`config.mk`:
```
export PLATFORM = sky130hd
export DESIGN_NAME = ebpwm_top
export DESIGN_NICKNAME = d
export VERILOG_FILES = /design/src/include/ebpwm_pkg.sv /design/src/logic/ebpwm_top.sv
export SDC_FILE = /design/constraint.sdc
export NUM_CORES = 1
export LEC_CHECK = 0
export BUFFER_PORTS_ARGS = -buffer_cell sky130_fd_sc_hd__buf_2
export CORE_UTILIZATION = 55
export CTS_CLUSTER_DIAMETER = 50
export CTS_CLUSTER_SIZE = 40
export DETAILED_ROUTE_END_ITERATION = 16
export PLACE_DENSITY = 0.75
export SYNTH_ARGS = -nofsm -noshare
export SYNTH_HDL_FRONTEND = slang
export SYNTH_SLANG_ARGS = --single-unit
```
`constraint.sdc`:
```
create_clock -name sys_clk -period 4.6 [get_ports sys_clk]
set_clock_uncertainty 0.05 [all_clocks]
set_input_delay 0.46 -clock sys_clk [delete_from_list [all_inputs] [get_ports sys_clk]]
set_output_delay 0.46 -clock sys_clk [all_outputs]
set_load 0.005 [all_outputs]
```
`src/include/ebpwm_pkg.sv`:
```
// ebpwm_pkg: register map, field layouts, carriers and helpers of the bridge pwm generator
`default_nettype none
package ebpwm_pkg;
  localparam int unsigned ADDR_W      = 8;
  localparam int unsigned DATA_W      = 32;
  localparam logic [7:0]  OFS_CTRL    = 8'h00;
  localparam logic [7:0]  OFS_DPEND   = 8'h04;
  localparam logic [7:0]  OFS_DBUF    = 8'h08;
  localparam logic [7:0]  OFS_DBAND   = 8'h0C;
  localparam logic [7:0]  OFS_STEER   = 8'h10;
  localparam logic [7:0]  OFS_TSEL    = 8'h14;
  localparam logic [7:0]  OFS_APSEL   = 8'h18;
  localparam logic [7:0]  OFS_TMR     = 8'h20;
  localparam logic [7:0]  TMR_STEP    = 8'h10;
  localparam logic [7:0]  OFS_LIM     = 8'h00;
  localparam logic [7:0]  OFS_TCTL    = 8'h04;
  localparam logic [7:0]  OFS_CNT     = 8'h08;
  localparam logic [7:0]  LIM_RST     = 8'hFF;
  localparam logic [1:0]  RESP_OKAY   = 2'h0;
  localparam logic [1:0]  RESP_SLVERR = 2'h2;
  localparam logic [1:0]  MODE_PWM    = 2'h3;
  localparam int unsigned INSN_CLKS   = 4;
  localparam int unsigned DB_W        = 7;
  localparam int unsigned DBC_W       = 9;
  localparam int unsigned SUB_W       = 6;
  localparam logic [1:0]  PSC_1       = 2'h0;
  localparam logic [1:0]  PSC_4       = 2'h1;
  localparam logic [5:0]  SUB_TOP_1   = 6'h03;
  localparam logic [5:0]  SUB_TOP_4   = 6'h0F;
  localparam logic [5:0]  SUB_TOP_16  = 6'h3F;

  typedef enum logic [1:0] {
    ARR_SINGLE = 2'b00,
    ARR_FWD    = 2'b01,
    ARR_HALF   = 2'b10,
    ARR_REV    = 2'b11
  } ebpwm_arr_e;

  typedef struct packed {
    ebpwm_arr_e arr;
    logic [1:0] dlow;
    logic [3:0] mode;
  } ebpwm_ctrl_s;

  typedef struct packed {
    logic [4:0] rsv;
    logic       on;
    logic [1:0] presc;
  } ebpwm_tctl_s;

  typedef struct packed {
    logic              awvalid;
    logic [ADDR_W-1:0] awaddr;
    logic              wvalid;
    logic [DATA_W-1:0] wdata;
    logic [3:0]        wstrb;
    logic              bready;
    logic              arvalid;
    logic [ADDR_W-1:0] araddr;
    logic              rready;
  } ebpwm_axi_req_s;

  typedef struct packed {
    logic              awready;
    logic              wready;
    logic              bvalid;
    logic [1:0]        bresp;
    logic              arready;
    logic              rvalid;
    logic [DATA_W-1:0] rdata;
    logic [1:0]        rresp;
  } ebpwm_axi_rsp_s;

  typedef struct packed {
    logic [3:0] out;
    logic [3:0] oe_n;
  } ebpwm_pins_s;

  function automatic logic [SUB_W-1:0] ebpwm_sub_top(input logic [1:0] presc);
    case (presc)
      PSC_1:   return SUB_TOP_1;
      PSC_4:   return SUB_TOP_4;
      default: return SUB_TOP_16;
    endcase
  endfunction : ebpwm_sub_top

  // two low bits of the time base: clock phase at 1:1, else prescaler bits
  function automatic logic [1:0] ebpwm_low2(input logic [1:0] presc, input logic [SUB_W-1:0] sub);
    case (presc)
      PSC_1:   return sub[1:0];
      PSC_4:   return sub[3:2];
      default: return sub[5:4];
    endcase
  endfunction : ebpwm_low2
endpackage : ebpwm_pkg
`default_nettype wire

```
`src/logic/ebpwm_top.sv`:
```
// ebpwm_top: 10-bit enhanced pwm generator with axi4-lite registers
// Notes on behaviour
// - duty double-buffered in byte plus hidden latch
// - time base is counter plus two low bits
// - base equal to buffered duty clears output
// - resolution tops out at 10 bits
// - steps per period are four times limit+1
// - duty beyond period leaves output unchanged
// - sleep freezes everything, pins hold level
// - reset restores registers, releases all pins
// - timing derives from the system clock
// - arrangement field selects single, half, full bridge
// - low mode bits choose output polarity
// - enabling waits for a fresh period
// - zero control register releases the pins
// - half bridge: A waveform, B complement
// - half bridge rising edges delayed by dead band
// - forward: A active, D modulated, B C off
// - reverse: C active, B modulated, A D off
// - single mode pins enabled by steering only
// - unused pins released to other functions
// - period end clears counter, sets pin unless pending duty is zero, latches duty
// - pending duty from byte plus two control bits
// - buffer byte read-only while pwm active
//
// The register offsets and the AXI4-Lite interface to the registers were left to the implementer.
`default_nettype none
module ebpwm_top #(
  parameter int unsigned NUM_TMR = 3
) (
  input  wire logic                      sys_clk,
  input  wire logic                      srst,
  input  wire logic                      ce,
  input  wire ebpwm_pkg::ebpwm_axi_req_s axi_i,
  output var  ebpwm_pkg::ebpwm_axi_rsp_s axi_o,
  output var  ebpwm_pkg::ebpwm_pins_s    pins_o,
  output var  logic [7:0]                alt_pin_sel
);
  import ebpwm_pkg::*;

  if (NUM_TMR < 1 || NUM_TMR > 4) begin : g_chk
    $error("NUM_TMR must lie in 1..4");
  end

  typedef struct packed {
    ebpwm_ctrl_s                    ctrl;
    logic [7:0]                     dpend;
    logic [7:0]                     dbuf;
    logic [1:0]                     dlat;
    logic [DB_W-1:0]                dband;
    logic [3:0]                     steer;
    logic [1:0]                     tsel;
    logic [7:0]                     apsel;
    logic [NUM_TMR-1:0][7:0]        lim;
    logic [NUM_TMR-1:0][7:0]        cnt;
    ebpwm_tctl_s [NUM_TMR-1:0]      ctl;
    logic [NUM_TMR-1:0][SUB_W-1:0]  sub;
    logic                           armed;
    logic                           pwm;
    logic [DBC_W-1:0]               dba;
    logic [DBC_W-1:0]               dbb;
    ebpwm_pins_s                    pins;
    logic                           aw_have;
    logic [ADDR_W-1:0]              aw_addr;
    logic                           w_have;
    logic [DATA_W-1:0]              wdata;
    logic [3:0]                     wstrb;
    logic                           awrdy;
    logic                           wrdy;
    logic                           bvalid;
    logic [1:0]                     bresp;
    logic                           arrdy;
    logic                           rvalid;
    logic [DATA_W-1:0]              rdata;
    logic [1:0]                     rresp;
  } ebpwm_state_s;

  ebpwm_state_s s_r;
  ebpwm_state_s s_nxt;

  logic [NUM_TMR-1:0] tinc;
  logic [NUM_TMR-1:0] wrap;

  // per-timer tick and period-end detection
  for (genvar t = 0; t < NUM_TMR; t++) begin : g_tmr
    assign tinc[t] = s_r.ctl[t].on && (s_r.sub[t] == ebpwm_sub_top(s_r.ctl[t].presc));
    assign wrap[t] = tinc[t] && (s_r.cnt[t] == s_r.lim[t]);
  end

  logic [1:0]  sel;
  logic        pwm_en;
  logic        pstart;
  logic [9:0]  duty;
  logic [9:0]  pend;
  logic [9:0]  base_n;
  logic [DBC_W-1:0] db_tgt;
  logic [3:0]  act;
  logic [3:0]  used;
  logic [3:0]  inv;
  logic        da;
  logic        db;
  logic [7:0]  wb;
  logic        wr_go;
  logic        wr_hit;
  logic        rd_hit;
  logic [7:0]  rb;

  assign sel    = (32'(s_r.tsel) < NUM_TMR) ? s_r.tsel : 2'h0;
  assign pwm_en = (s_r.ctrl.mode[3:2] == MODE_PWM);
  assign pstart = wrap[sel];
  assign duty   = {s_r.dbuf, s_r.dlat};
  assign pend   = {s_r.dpend, s_r.ctrl.dlow};
  assign db_tgt = DBC_W'(s_r.dband * INSN_CLKS);
  assign wb     = s_r.wdata[7:0];
  assign wr_go  = s_r.aw_have && s_r.w_have && !s_r.bvalid;

  always_comb begin
    s_nxt  = s_r;
    base_n = '0;
    act    = '0;
    used   = '0;
    inv    = '0;
    da     = 1'b0;
    db     = 1'b0;
    wr_hit = 1'b0;
    rd_hit = 1'b0;
    rb     = '0;

    // timers advance every sys_clk, so output timing scales with it
    for (int t = 0; t < NUM_TMR; t++) begin
      if (s_r.ctl[t].on) begin
        s_nxt.sub[t] = tinc[t] ? '0 : s_r.sub[t] + 1'b1;
        if (wrap[t]) begin
          s_nxt.cnt[t] = '0;
        end else if (tinc[t]) begin
          s_nxt.cnt[t] = s_r.cnt[t] + 1'b1;
        end
      end
    end
    // base steps once per prescaled clock, 4*(limit+1) steps a period
    base_n = {s_nxt.cnt[sel], ebpwm_low2(s_r.ctl[sel].presc, s_nxt.sub[sel])};

    // waveform core
    if (!pwm_en) begin
      s_nxt.armed = 1'b0;
      s_nxt.pwm   = 1'b0;
    end else if (pstart) begin
      s_nxt.armed = 1'b1;
      s_nxt.dbuf  = s_r.dpend;
      s_nxt.dlat  = s_r.ctrl.dlow;
      s_nxt.pwm   = (pend != '0);
    end else if (s_r.armed && base_n == duty) begin
      // no match when duty exceeds the period, so the level holds
      s_nxt.pwm = 1'b0;
    end

    // dead band: count time since each leg wanted to turn on
    // counts saturate, so shrinking the delay mid-run cannot strand a leg
    if (!s_nxt.pwm) begin
      s_nxt.dba = '0;
    end else if (s_r.dba < db_tgt) begin
      s_nxt.dba = s_r.dba + 1'b1;
    end
    if (s_nxt.pwm || !s_nxt.armed) begin
      s_nxt.dbb = '0;
    end else if (s_r.dbb < db_tgt) begin
      s_nxt.dbb = s_r.dbb + 1'b1;
    end
    // registered count is time already waited: the leg waits the full delay
    // a leg whose on-time is shorter than the delay never turns on
    da = s_nxt.pwm && (s_r.dba >= db_tgt);
    db = !s_nxt.pwm && s_nxt.armed && (s_r.dbb >= db_tgt);

    // output arrangement, bit 0 is output A
    case (s_r.ctrl.arr)
      ARR_SINGLE: begin
        act  = {4{s_nxt.pwm}};
        used = s_r.steer;
      end
      ARR_HALF: begin
        act  = {2'b00, db, da};
        used = 4'b0011;
      end
      ARR_FWD: begin
        act  = {s_nxt.pwm, 1'b0, 1'b0, 1'b1};
        used = 4'b1111;
      end
      ARR_REV: begin
        act  = {1'b0, 1'b1, s_nxt.pwm, 1'b0};
        used = 4'b1111;
      end
      default: begin
        act  = '0;
        used = '0;
      end
    endcase
    if (!s_nxt.armed) begin
      act = '0;
    end
    inv = {s_r.ctrl.mode[0], s_r.ctrl.mode[1], s_r.ctrl.mode[0], s_r.ctrl.mode[1]};
    if (pwm_en) begin
      // port direction outside still gates the real driver
      s_nxt.pins.oe_n = ~used;
      s_nxt.pins.out  = (act ^ inv) & used;
    end else begin
      s_nxt.pins.oe_n = 4'hF;
      s_nxt.pins.out  = '0;
    end

    // axi write channels, address and data in either order
    if (axi_i.awvalid && s_r.awrdy) begin
      s_nxt.aw_have = 1'b1;
      s_nxt.aw_addr = axi_i.awaddr;
    end
    if (axi_i.wvalid && s_r.wrdy) begin
      s_nxt.w_have = 1'b1;
      s_nxt.wdata  = axi_i.wdata;
      s_nxt.wstrb  = axi_i.wstrb;
    end
    if (s_r.bvalid && axi_i.bready) begin
      s_nxt.bvalid = 1'b0;
    end
    if (wr_go) begin
      // software write lands after the hardware update and wins
      case (s_r.aw_addr)
        OFS_CTRL: begin
          wr_hit = 1'b1;
          if (s_r.wstrb[0]) begin
            s_nxt.ctrl = ebpwm_ctrl_s'(wb);
          end
        end
        OFS_DPEND: begin
          wr_hit = 1'b1;
          if (s_r.wstrb[0]) begin
            s_nxt.dpend = wb;
          end
        end
        OFS_DBUF: begin
          wr_hit = 1'b1;
          if (s_r.wstrb[0] && !pwm_en) begin
            s_nxt.dbuf = wb;
          end
        end
        OFS_DBAND: begin
          wr_hit = 1'b1;
          if (s_r.wstrb[0]) begin
            s_nxt.dband = wb[DB_W-1:0];
          end
        end
        OFS_STEER: begin
          wr_hit = 1'b1;
          if (s_r.wstrb[0]) begin
            s_nxt.steer = wb[3:0];
          end
        end
        OFS_TSEL: begin
          wr_hit = 1'b1;
          if (s_r.wstrb[0]) begin
            s_nxt.tsel = wb[1:0];
          end
        end
        OFS_APSEL: begin
          wr_hit = 1'b1;
          if (s_r.wstrb[0]) begin
            s_nxt.apsel = wb;
          end
        end
        default: begin
          wr_hit = 1'b0;
        end
      endcase
      for (int t = 0; t < NUM_TMR; t++) begin
        if (s_r.aw_addr == ADDR_W'(OFS_TMR + t * TMR_STEP + OFS_LIM)) begin
          wr_hit = 1'b1;
          if (s_r.wstrb[0]) begin
            s_nxt.lim[t] = wb;
          end
        end
        if (s_r.aw_addr == ADDR_W'(OFS_TMR + t * TMR_STEP + OFS_TCTL)) begin
          wr_hit = 1'b1;
          if (s_r.wstrb[0]) begin
            s_nxt.ctl[t].on    = wb[2];
            s_nxt.ctl[t].presc = wb[1:0];
          end
        end
        if (s_r.aw_addr == ADDR_W'(OFS_TMR + t * TMR_STEP + OFS_CNT)) begin
          wr_hit = 1'b1;
          if (s_r.wstrb[0]) begin
            s_nxt.cnt[t] = wb;
            s_nxt.sub[t] = '0;
          end
        end
      end
      s_nxt.aw_have = 1'b0;
      s_nxt.w_have  = 1'b0;
      s_nxt.bvalid  = 1'b1;
      s_nxt.bresp   = wr_hit ? RESP_OKAY : RESP_SLVERR;
    end
    s_nxt.awrdy = !s_nxt.aw_have;
    s_nxt.wrdy  = !s_nxt.w_have;

    // axi read channel
    if (s_r.rvalid && axi_i.rready) begin
      s_nxt.rvalid = 1'b0;
    end
    if (axi_i.arvalid && s_r.arrdy) begin
      case (axi_i.araddr)
        OFS_CTRL: begin
          rd_hit = 1'b1;
          rb     = s_r.ctrl;
        end
        OFS_DPEND: begin
          rd_hit = 1'b1;
          rb     = s_r.dpend;
        end
        OFS_DBUF: begin
          rd_hit = 1'b1;
          rb     = s_r.dbuf;
        end
        OFS_DBAND: begin
          rd_hit = 1'b1;
          rb     = 8'(s_r.dband);
        end
        OFS_STEER: begin
          rd_hit = 1'b1;
          rb     = 8'(s_r.steer);
        end
        OFS_TSEL: begin
          rd_hit = 1'b1;
          rb     = 8'(s_r.tsel);
        end
        OFS_APSEL: begin
          rd_hit = 1'b1;
          rb     = s_r.apsel;
        end
        default: begin
          rd_hit = 1'b0;
        end
      endcase
      for (int t = 0; t < NUM_TMR; t++) begin
        if (axi_i.araddr == ADDR_W'(OFS_TMR + t * TMR_STEP + OFS_LIM)) begin
          rd_hit = 1'b1;
          rb     = s_r.lim[t];
        end
        if (axi_i.araddr == ADDR_W'(OFS_TMR + t * TMR_STEP + OFS_TCTL)) begin
          rd_hit = 1'b1;
          rb     = s_r.ctl[t];
        end
        if (axi_i.araddr == ADDR_W'(OFS_TMR + t * TMR_STEP + OFS_CNT)) begin
          rd_hit = 1'b1;
          rb     = s_r.cnt[t];
        end
      end
      s_nxt.rvalid = 1'b1;
      s_nxt.rdata  = DATA_W'(rb);
      s_nxt.rresp  = rd_hit ? RESP_OKAY : RESP_SLVERR;
    end
    s_nxt.arrdy = !s_nxt.rvalid;
  end

  // ce low is sleep: nothing moves, pins keep their level
  always_ff @(posedge sys_clk) begin
    if (srst) begin
      s_r      <= '0;
      s_r.lim  <= {NUM_TMR{LIM_RST}};
      s_r.pins <= '{out: 4'h0, oe_n: 4'hF};
    end else if (ce) begin
      s_r <= s_nxt;
    end
  end

  assign axi_o = '{awready: s_r.awrdy, wready: s_r.wrdy, bvalid: s_r.bvalid, bresp: s_r.bresp,
                   arready: s_r.arrdy, rvalid: s_r.rvalid, rdata: s_r.rdata, rresp: s_r.rresp};
  assign pins_o      = s_r.pins;
  assign alt_pin_sel = s_r.apsel;
endmodule : ebpwm_top
`default_nettype wire

```
* Yosys cells after proc, flatten, opt, wreduce, memory -nomap -nowiden
Index checks and enable logic that the tools add are counted.
** Operators by class
- Add/subtract/negate cells :: 8
- Magnitude comparators :: 6
- Eq/ne operators :: 46
- Mux-type cells :: 101
- Bitwise gates (word level) :: 3
- Reductions and logical operators :: 59
** Operator list (count)
- $mux 8 :: 29
- $eq 8x6->1 const B :: 12
- $mux 6 :: 13
- $pmux 8 s7 :: 1
- $eq 8x5->1 const B :: 6
- $eq 8x7->1 const B :: 6
- $reduce_and 4->1 :: 12
- $mux 9 :: 5
- $mux 37 :: 1
- $pmux 6 s2 :: 3
- $mux 35 :: 1
- $bmux 8 s2 :: 2
- $eq 8x4->1 const B :: 4
- $mux 1 :: 30
- $add 8x1->8 const B :: 3
- $eq 8x8->1 :: 3
- $mux 24 :: 1
- $mux 10 :: 2
- $add 6x1->6 const B :: 3
- $add 9x1->9 const B :: 2
- $eq 6x6->1 :: 3
- $ge 9x9->1 :: 2
- $logic_and 1x1->1 :: 18
- $lt 9x9->1 :: 2
- 29 further kinds :: 59
** Storage, ports and cells
- Register bits :: 213
- Input port bits :: 60
- Output and inout bits :: 57
- Word-level logic and storage cells :: 267

* Depth between registers and ports, before layout
- Depth in word-level cells :: 22
- Gate-level depth with buffers :: 16
- Mapped depth without buffers :: 14

* Least setup slack after synthesis
No wires, ideal clock.
- Kind :: register -> register
- From :: reg s_r[121] in the netlist's numbering
- To :: reg s_r, in the netlist pins_o[5]
- Setup time :: 0.117 ns
- Arrival :: 3.279 ns
- Data required time :: 4.433 ns
- Setup slack :: 1.154 ns
- Cell stages (with the launch flop) :: 15
- Path buffers :: 2
- Clock period less this slack :: 3.446 ns
- Cells stage by stage :: dfxtp_1 > ha_1 > nand2_1 > or4b_1 > buf_2 > a22oi_1 > a22oi_1 > a211oi_1 > xnor2_1 > nand4_1 > o31ai_4 > buf_6 > mux2i_1 > xnor2_1 > a32o_1
** Between the ends
- Cells in the longest elaborated chain, start to end :: 20
- Elaborated cells between the ends (all ways) :: 30
- Those cells by class :: add/sub: 1; eq/ne: 2; mux: 19; bitwise: 2; reduce/logical: 6
** Ends and longest elaborated chain
- start, declared :: line ebpwm_top.sv:78 : ebpwm_state_s s_r;
- start signal, assigned :: line ebpwm_top.sv:368 : s_r <= s_nxt;
- branches (longest 11 deep; another with $add 6x1->6)
- $mux 2 (*) :: line ebpwm_top.sv:144 : if (!pwm_en) begin
- $logic_not 1->1 :: line ebpwm_top.sv:172 : db = !s_nxt.pwm && s_nxt.armed && (s_r.dbb >= db_tgt);
- $logic_and 1x1->1 (2 in a row) :: line ebpwm_top.sv:172
- $pmux 4 s4 :: line ebpwm_top.sv:175 : case (s_r.ctrl.arr)
- $mux 4 (*) :: line ebpwm_top.sv:197 : if (!s_nxt.armed) begin
- $xor 4x4->4 (*) :: line ebpwm_top.sv:204 : s_nxt.pins.out = (act ^ inv) & used;
- $and 4x4->4 (*) :: line ebpwm_top.sv:204
- $mux 8 (*) :: line ebpwm_top.sv:201 : if (pwm_en) begin
Every way passes the cells marked *. The select of a mux whose other input is x is not followed.
A chain may end at the register's enable or synchronous reset.

* Final worst setup path
- From :: reg s_r[121] in the netlist's numbering
- To :: reg s_r[99] in the netlist's numbering
** Between the ends
- Cells in the longest elaborated chain, start to end :: 15
- Elaborated cells between the ends (all ways) :: 27
- Those cells by class :: add/sub: 1; eq/ne: 2; mux: 17; reduce/logical: 7
** Ends and longest elaborated chain
- branches (longest 11 deep; another with $add 6x1->6)
- $mux 2 (*) :: line ebpwm_top.sv:144
- $logic_or 1x1->1 (*) :: line ebpwm_top.sv:164 : if (s_nxt.pwm || !s_nxt.armed) begin
- $reduce_bool 2->1 (no line)
- $reduce_and 2->1 (no line)
Marked as above.

==> results.tsv <==
stage	metric	value	unit
cells_and_area	commonest non-fill, non-tap cells in the layout	nand2_1, dfxtp_1, nor2_1	
setup_path	Top cell by count, worst path	a22oi_1	
run_status	outcome	complete, no violations	
timing	unrepaired setup endpoints after global routing	false	
die	Initial Util	0.560	
die	Core ar.	20200	sq um
logic_synthesis	Cell variety after synth	84	
die	Cell Rows	52	
clock_tree	CTS tree	built	
worst_hold_path	Tightest Hold Check Type	input port to flip-flop	
setup_path	Worst EP required	4.91	ns
cells_and_area	fin nets	1534	
cells_and_area	commonest non-fill, non-tap cell in the layout	nand2_1	
placement	IO buf count	63	
route	initial DRC count	1293	
route	WL final	35300	um
die	die height	145	um
timing	endpoints failing setup	0	
setup_path	nature of the critical path startpoint	flip-flop	
logic_synthesis	Seq cells post-synth	184	
timing	Relative slew margins	0.218	
route	TritonRoute pass-1 iters	7	
grt	initial antenna violation count	0	
clock_tree	H-Tree Level Count	4	
setup_path	CP endpoint kind	flip-flop	
route	DR vias	10973	
clock_tree	CTS Buffer Depth	2	
cells_and_area	Antenna diodes	0	
cells_and_area	fraction of layout cells with a size suffix above 1	0.112	
timing	Fin Setup TNS	0	ns
timing	Slew Viols, Final	0	
setup_path	CP Max Fanout	12	
cells_and_area	register area	3680	sq um
setup_path	critical-path cell list	ha_1 > nand2_1 > or4b_1 > a22oi_1 > a22oi_1 > a211oi_1 > xnor2_1 > nand4_1 > o31ai_4 > buf_4 > and2b_4 > a21oi_1 > a311oi_2	
logic_synthesis	Mapped Cells	1463	
die	Ports	117	
logic_synthesis	Mapped Avg Cell Area	7.73	sq um
grt	vias in the first global route	9964	
job	max-cap violations	0	
logic_synthesis	async set or reset register ratio after synthesis	0	
route	DRC viols	0	
grt	wire length of the first global-routing pass	54900	um
grt	largest net degree at the start of global routing	87	
pwr	VDD IR-drop max	0.221	mV
route	Via density	6.33	
logic_synthesis	Primary FF master, synth	dfxtp_1	
die	Die Width	145	um
pwr	Power Density	275	nW/um^2
cells_and_area	area of the multi-input gates	6820	sq um
clock_tree	number of hold buffers added after CTS	0	
timing	final hold violations	0	
grt	total grt overflow	0	
cells_and_area	Area Growth Syn to Fin	7.33	%
clock_tree	Resize count post-CTS	0	
clock_tree	clock tree sinks	184	
timing	Final Cycle Share	0.896	
clock_tree	clk slew on worst S/H paths	0.08	ns
clock_tree	CTS Buf Count	17	
timing	crit path setup slack, layout	0.476	ns
pwr	Pleak	4.70	nW
clock_tree	post-CTS setup buffer count	0	
setup_path	CP peak stage delay	0.64	ns
timing	Worst-Margin Slew	1.17	ns
setup_path	worst reg2reg setup slack	0.48	ns
cells_and_area	# fillers	1852	
route	antenna viol nets, final	0	
clock_tree	Clock Latency Late Sink	0.44	ns
timing	FMAX	242	MHz
timing	Period minus WS final	4.12	ns
placement	worst slack, placed	0.600	ns
placement	routability cong.	0.996	
grt	gr usage total	0.332	
clock_tree	clock root buffer	clkbuf_16	
setup_path	critical path class	flip-flop to flip-flop	
setup_path	slowest stage cell, crit path	or4b_1	
setup_path	WP data arrival	4.43	ns
logic_synthesis	Synth Cell Area	11300	sq um
placement	HPWL Detailed	25000	um
route	routed wire length per instance	20.4	um
logic_synthesis	yosys warns	0	
die	Die ar.	21100	sq um
logic_synthesis	number of flops mapped to enable cells by yosys	0	
logic_synthesis	register area share after synthesis	0.326	
==> area by class of cell <==
cell class              instances  share of cell area
inverters                      29             0.00897
repair buffers                 94              0.0454
well taps                     270              0.0278
flip-flops and latches        184               0.304
clock buffers                  20              0.0376
multi-input cells            1124               0.562
clock inverters                12              0.0146
==> metrics by stage <==
| step | hold slack [ns] | util | area (sq um) | std cells | power [W] |
|---|---|---|---|---|---|
| after floorplan | 0.384 | - | 11400 | 1488 | 0.00176 |
| after global routing | 0.198 | 0.601 | 12100 | 1733 | 0.00343 |
| final | 0.197 | 0.601 | 12100 | 1733 | 0.00334 |
| after global placement | 0.404 | 0.570 | 11500 | 1701 | 0.00179 |
| after detailed placement | 0.405 | 0.570 | 11500 | 1701 | 0.00179 |
| after CTS | 0.186 | 0.601 | 12100 | 1733 | 0.00334 |
==> Yosys cell counts (all sizes together) (11+ instances only) <==
cell type  count  area, sq um
clkbuf        78          293
inv           27          101
mux2i         63          631
o21ai         49          257
a221oi        16          153
a211oi        28          210
dfxtp        184         3680
nand2        205          769
ha            24          300
xnor2         24          210
o211ai        17          128
a22oi         40          305
nand4         30          188
nor2         170          641
xor2          28          245
and2          11         71.3
nor3          23          120
a21oi        107          536
and3          17          106
nand3         65          325
buf           73          513
nor4          15          128
nand2b        11         68.8
nor2b         12         75.1
==> power breakdown <==
part,total (W),leakage [nW],switching [W],internal (W)
sequential,0.00162,1.49,0.0000206,0.00160
combinational,0.000134,2.91,0.0000954,0.0000386
clock,0.00158,0.310,0.000717,0.000862
==> registers in the layout (all words and copies together), names as in the netlist <==
name and cells:
alt_pin_sel 8, axi_o 15, duty 10, inv 2, pend 10, pins_o 8
s_r 131
==> routing by layer <==
metal | share of wire | wire, um | global-route usage
met4 | 0.043 | 1500 | 0.153
met5 | 0 | 0 | 0
met2 | 0.46 | 16100 | 0.527
met1 | 0.41 | 14500 | 0.436
met3 | 0.090 | 3180 | 0.0665
==> critical path, delay by kind of cell, from the launching register on <==
kind                     cells  cell delay [ns]
adder cells (fa/ha/maj)      1             0.25
XOR/XNOR                     1             0.17
buffers and inverters        1             0.27
AO/OA/AOI/OAI                6             1.74
flip-flops                   1             0.44
AND/OR/NAND/NOR              4             1.12
==> worst paths after layout <==
check	start	end	cells past startpoint
setup / recovery	s_r[121]	s_r[99]	13
hold / removal	axi_i[55]	s_r[85]	3
setup reg to reg	s_r[121]	s_r[99]	13
hold reg to reg	s_r[113]	s_r[113]	2
==> cell families (layout without fill, tap and decap cells) <==
group / count (synthesis) / in the layout / share of synthesized area
AND/OR/NAND/NOR: 600 / 600 / 0.248
flip-flops: 184 / 184 / 0.326
adder cells (fa/ha/maj): 24 / 24 / 0.0266
other: 1 / 26 / 0.000332
multiplexers: 67 / 67 / 0.0598
AO/OA/AOI/OAI: 355 / 355 / 0.218
buffers and inverters: 180 / 155 / 0.0809
XOR/XNOR: 52 / 52 / 0.0403
Power figures use the tool's default switching activity.
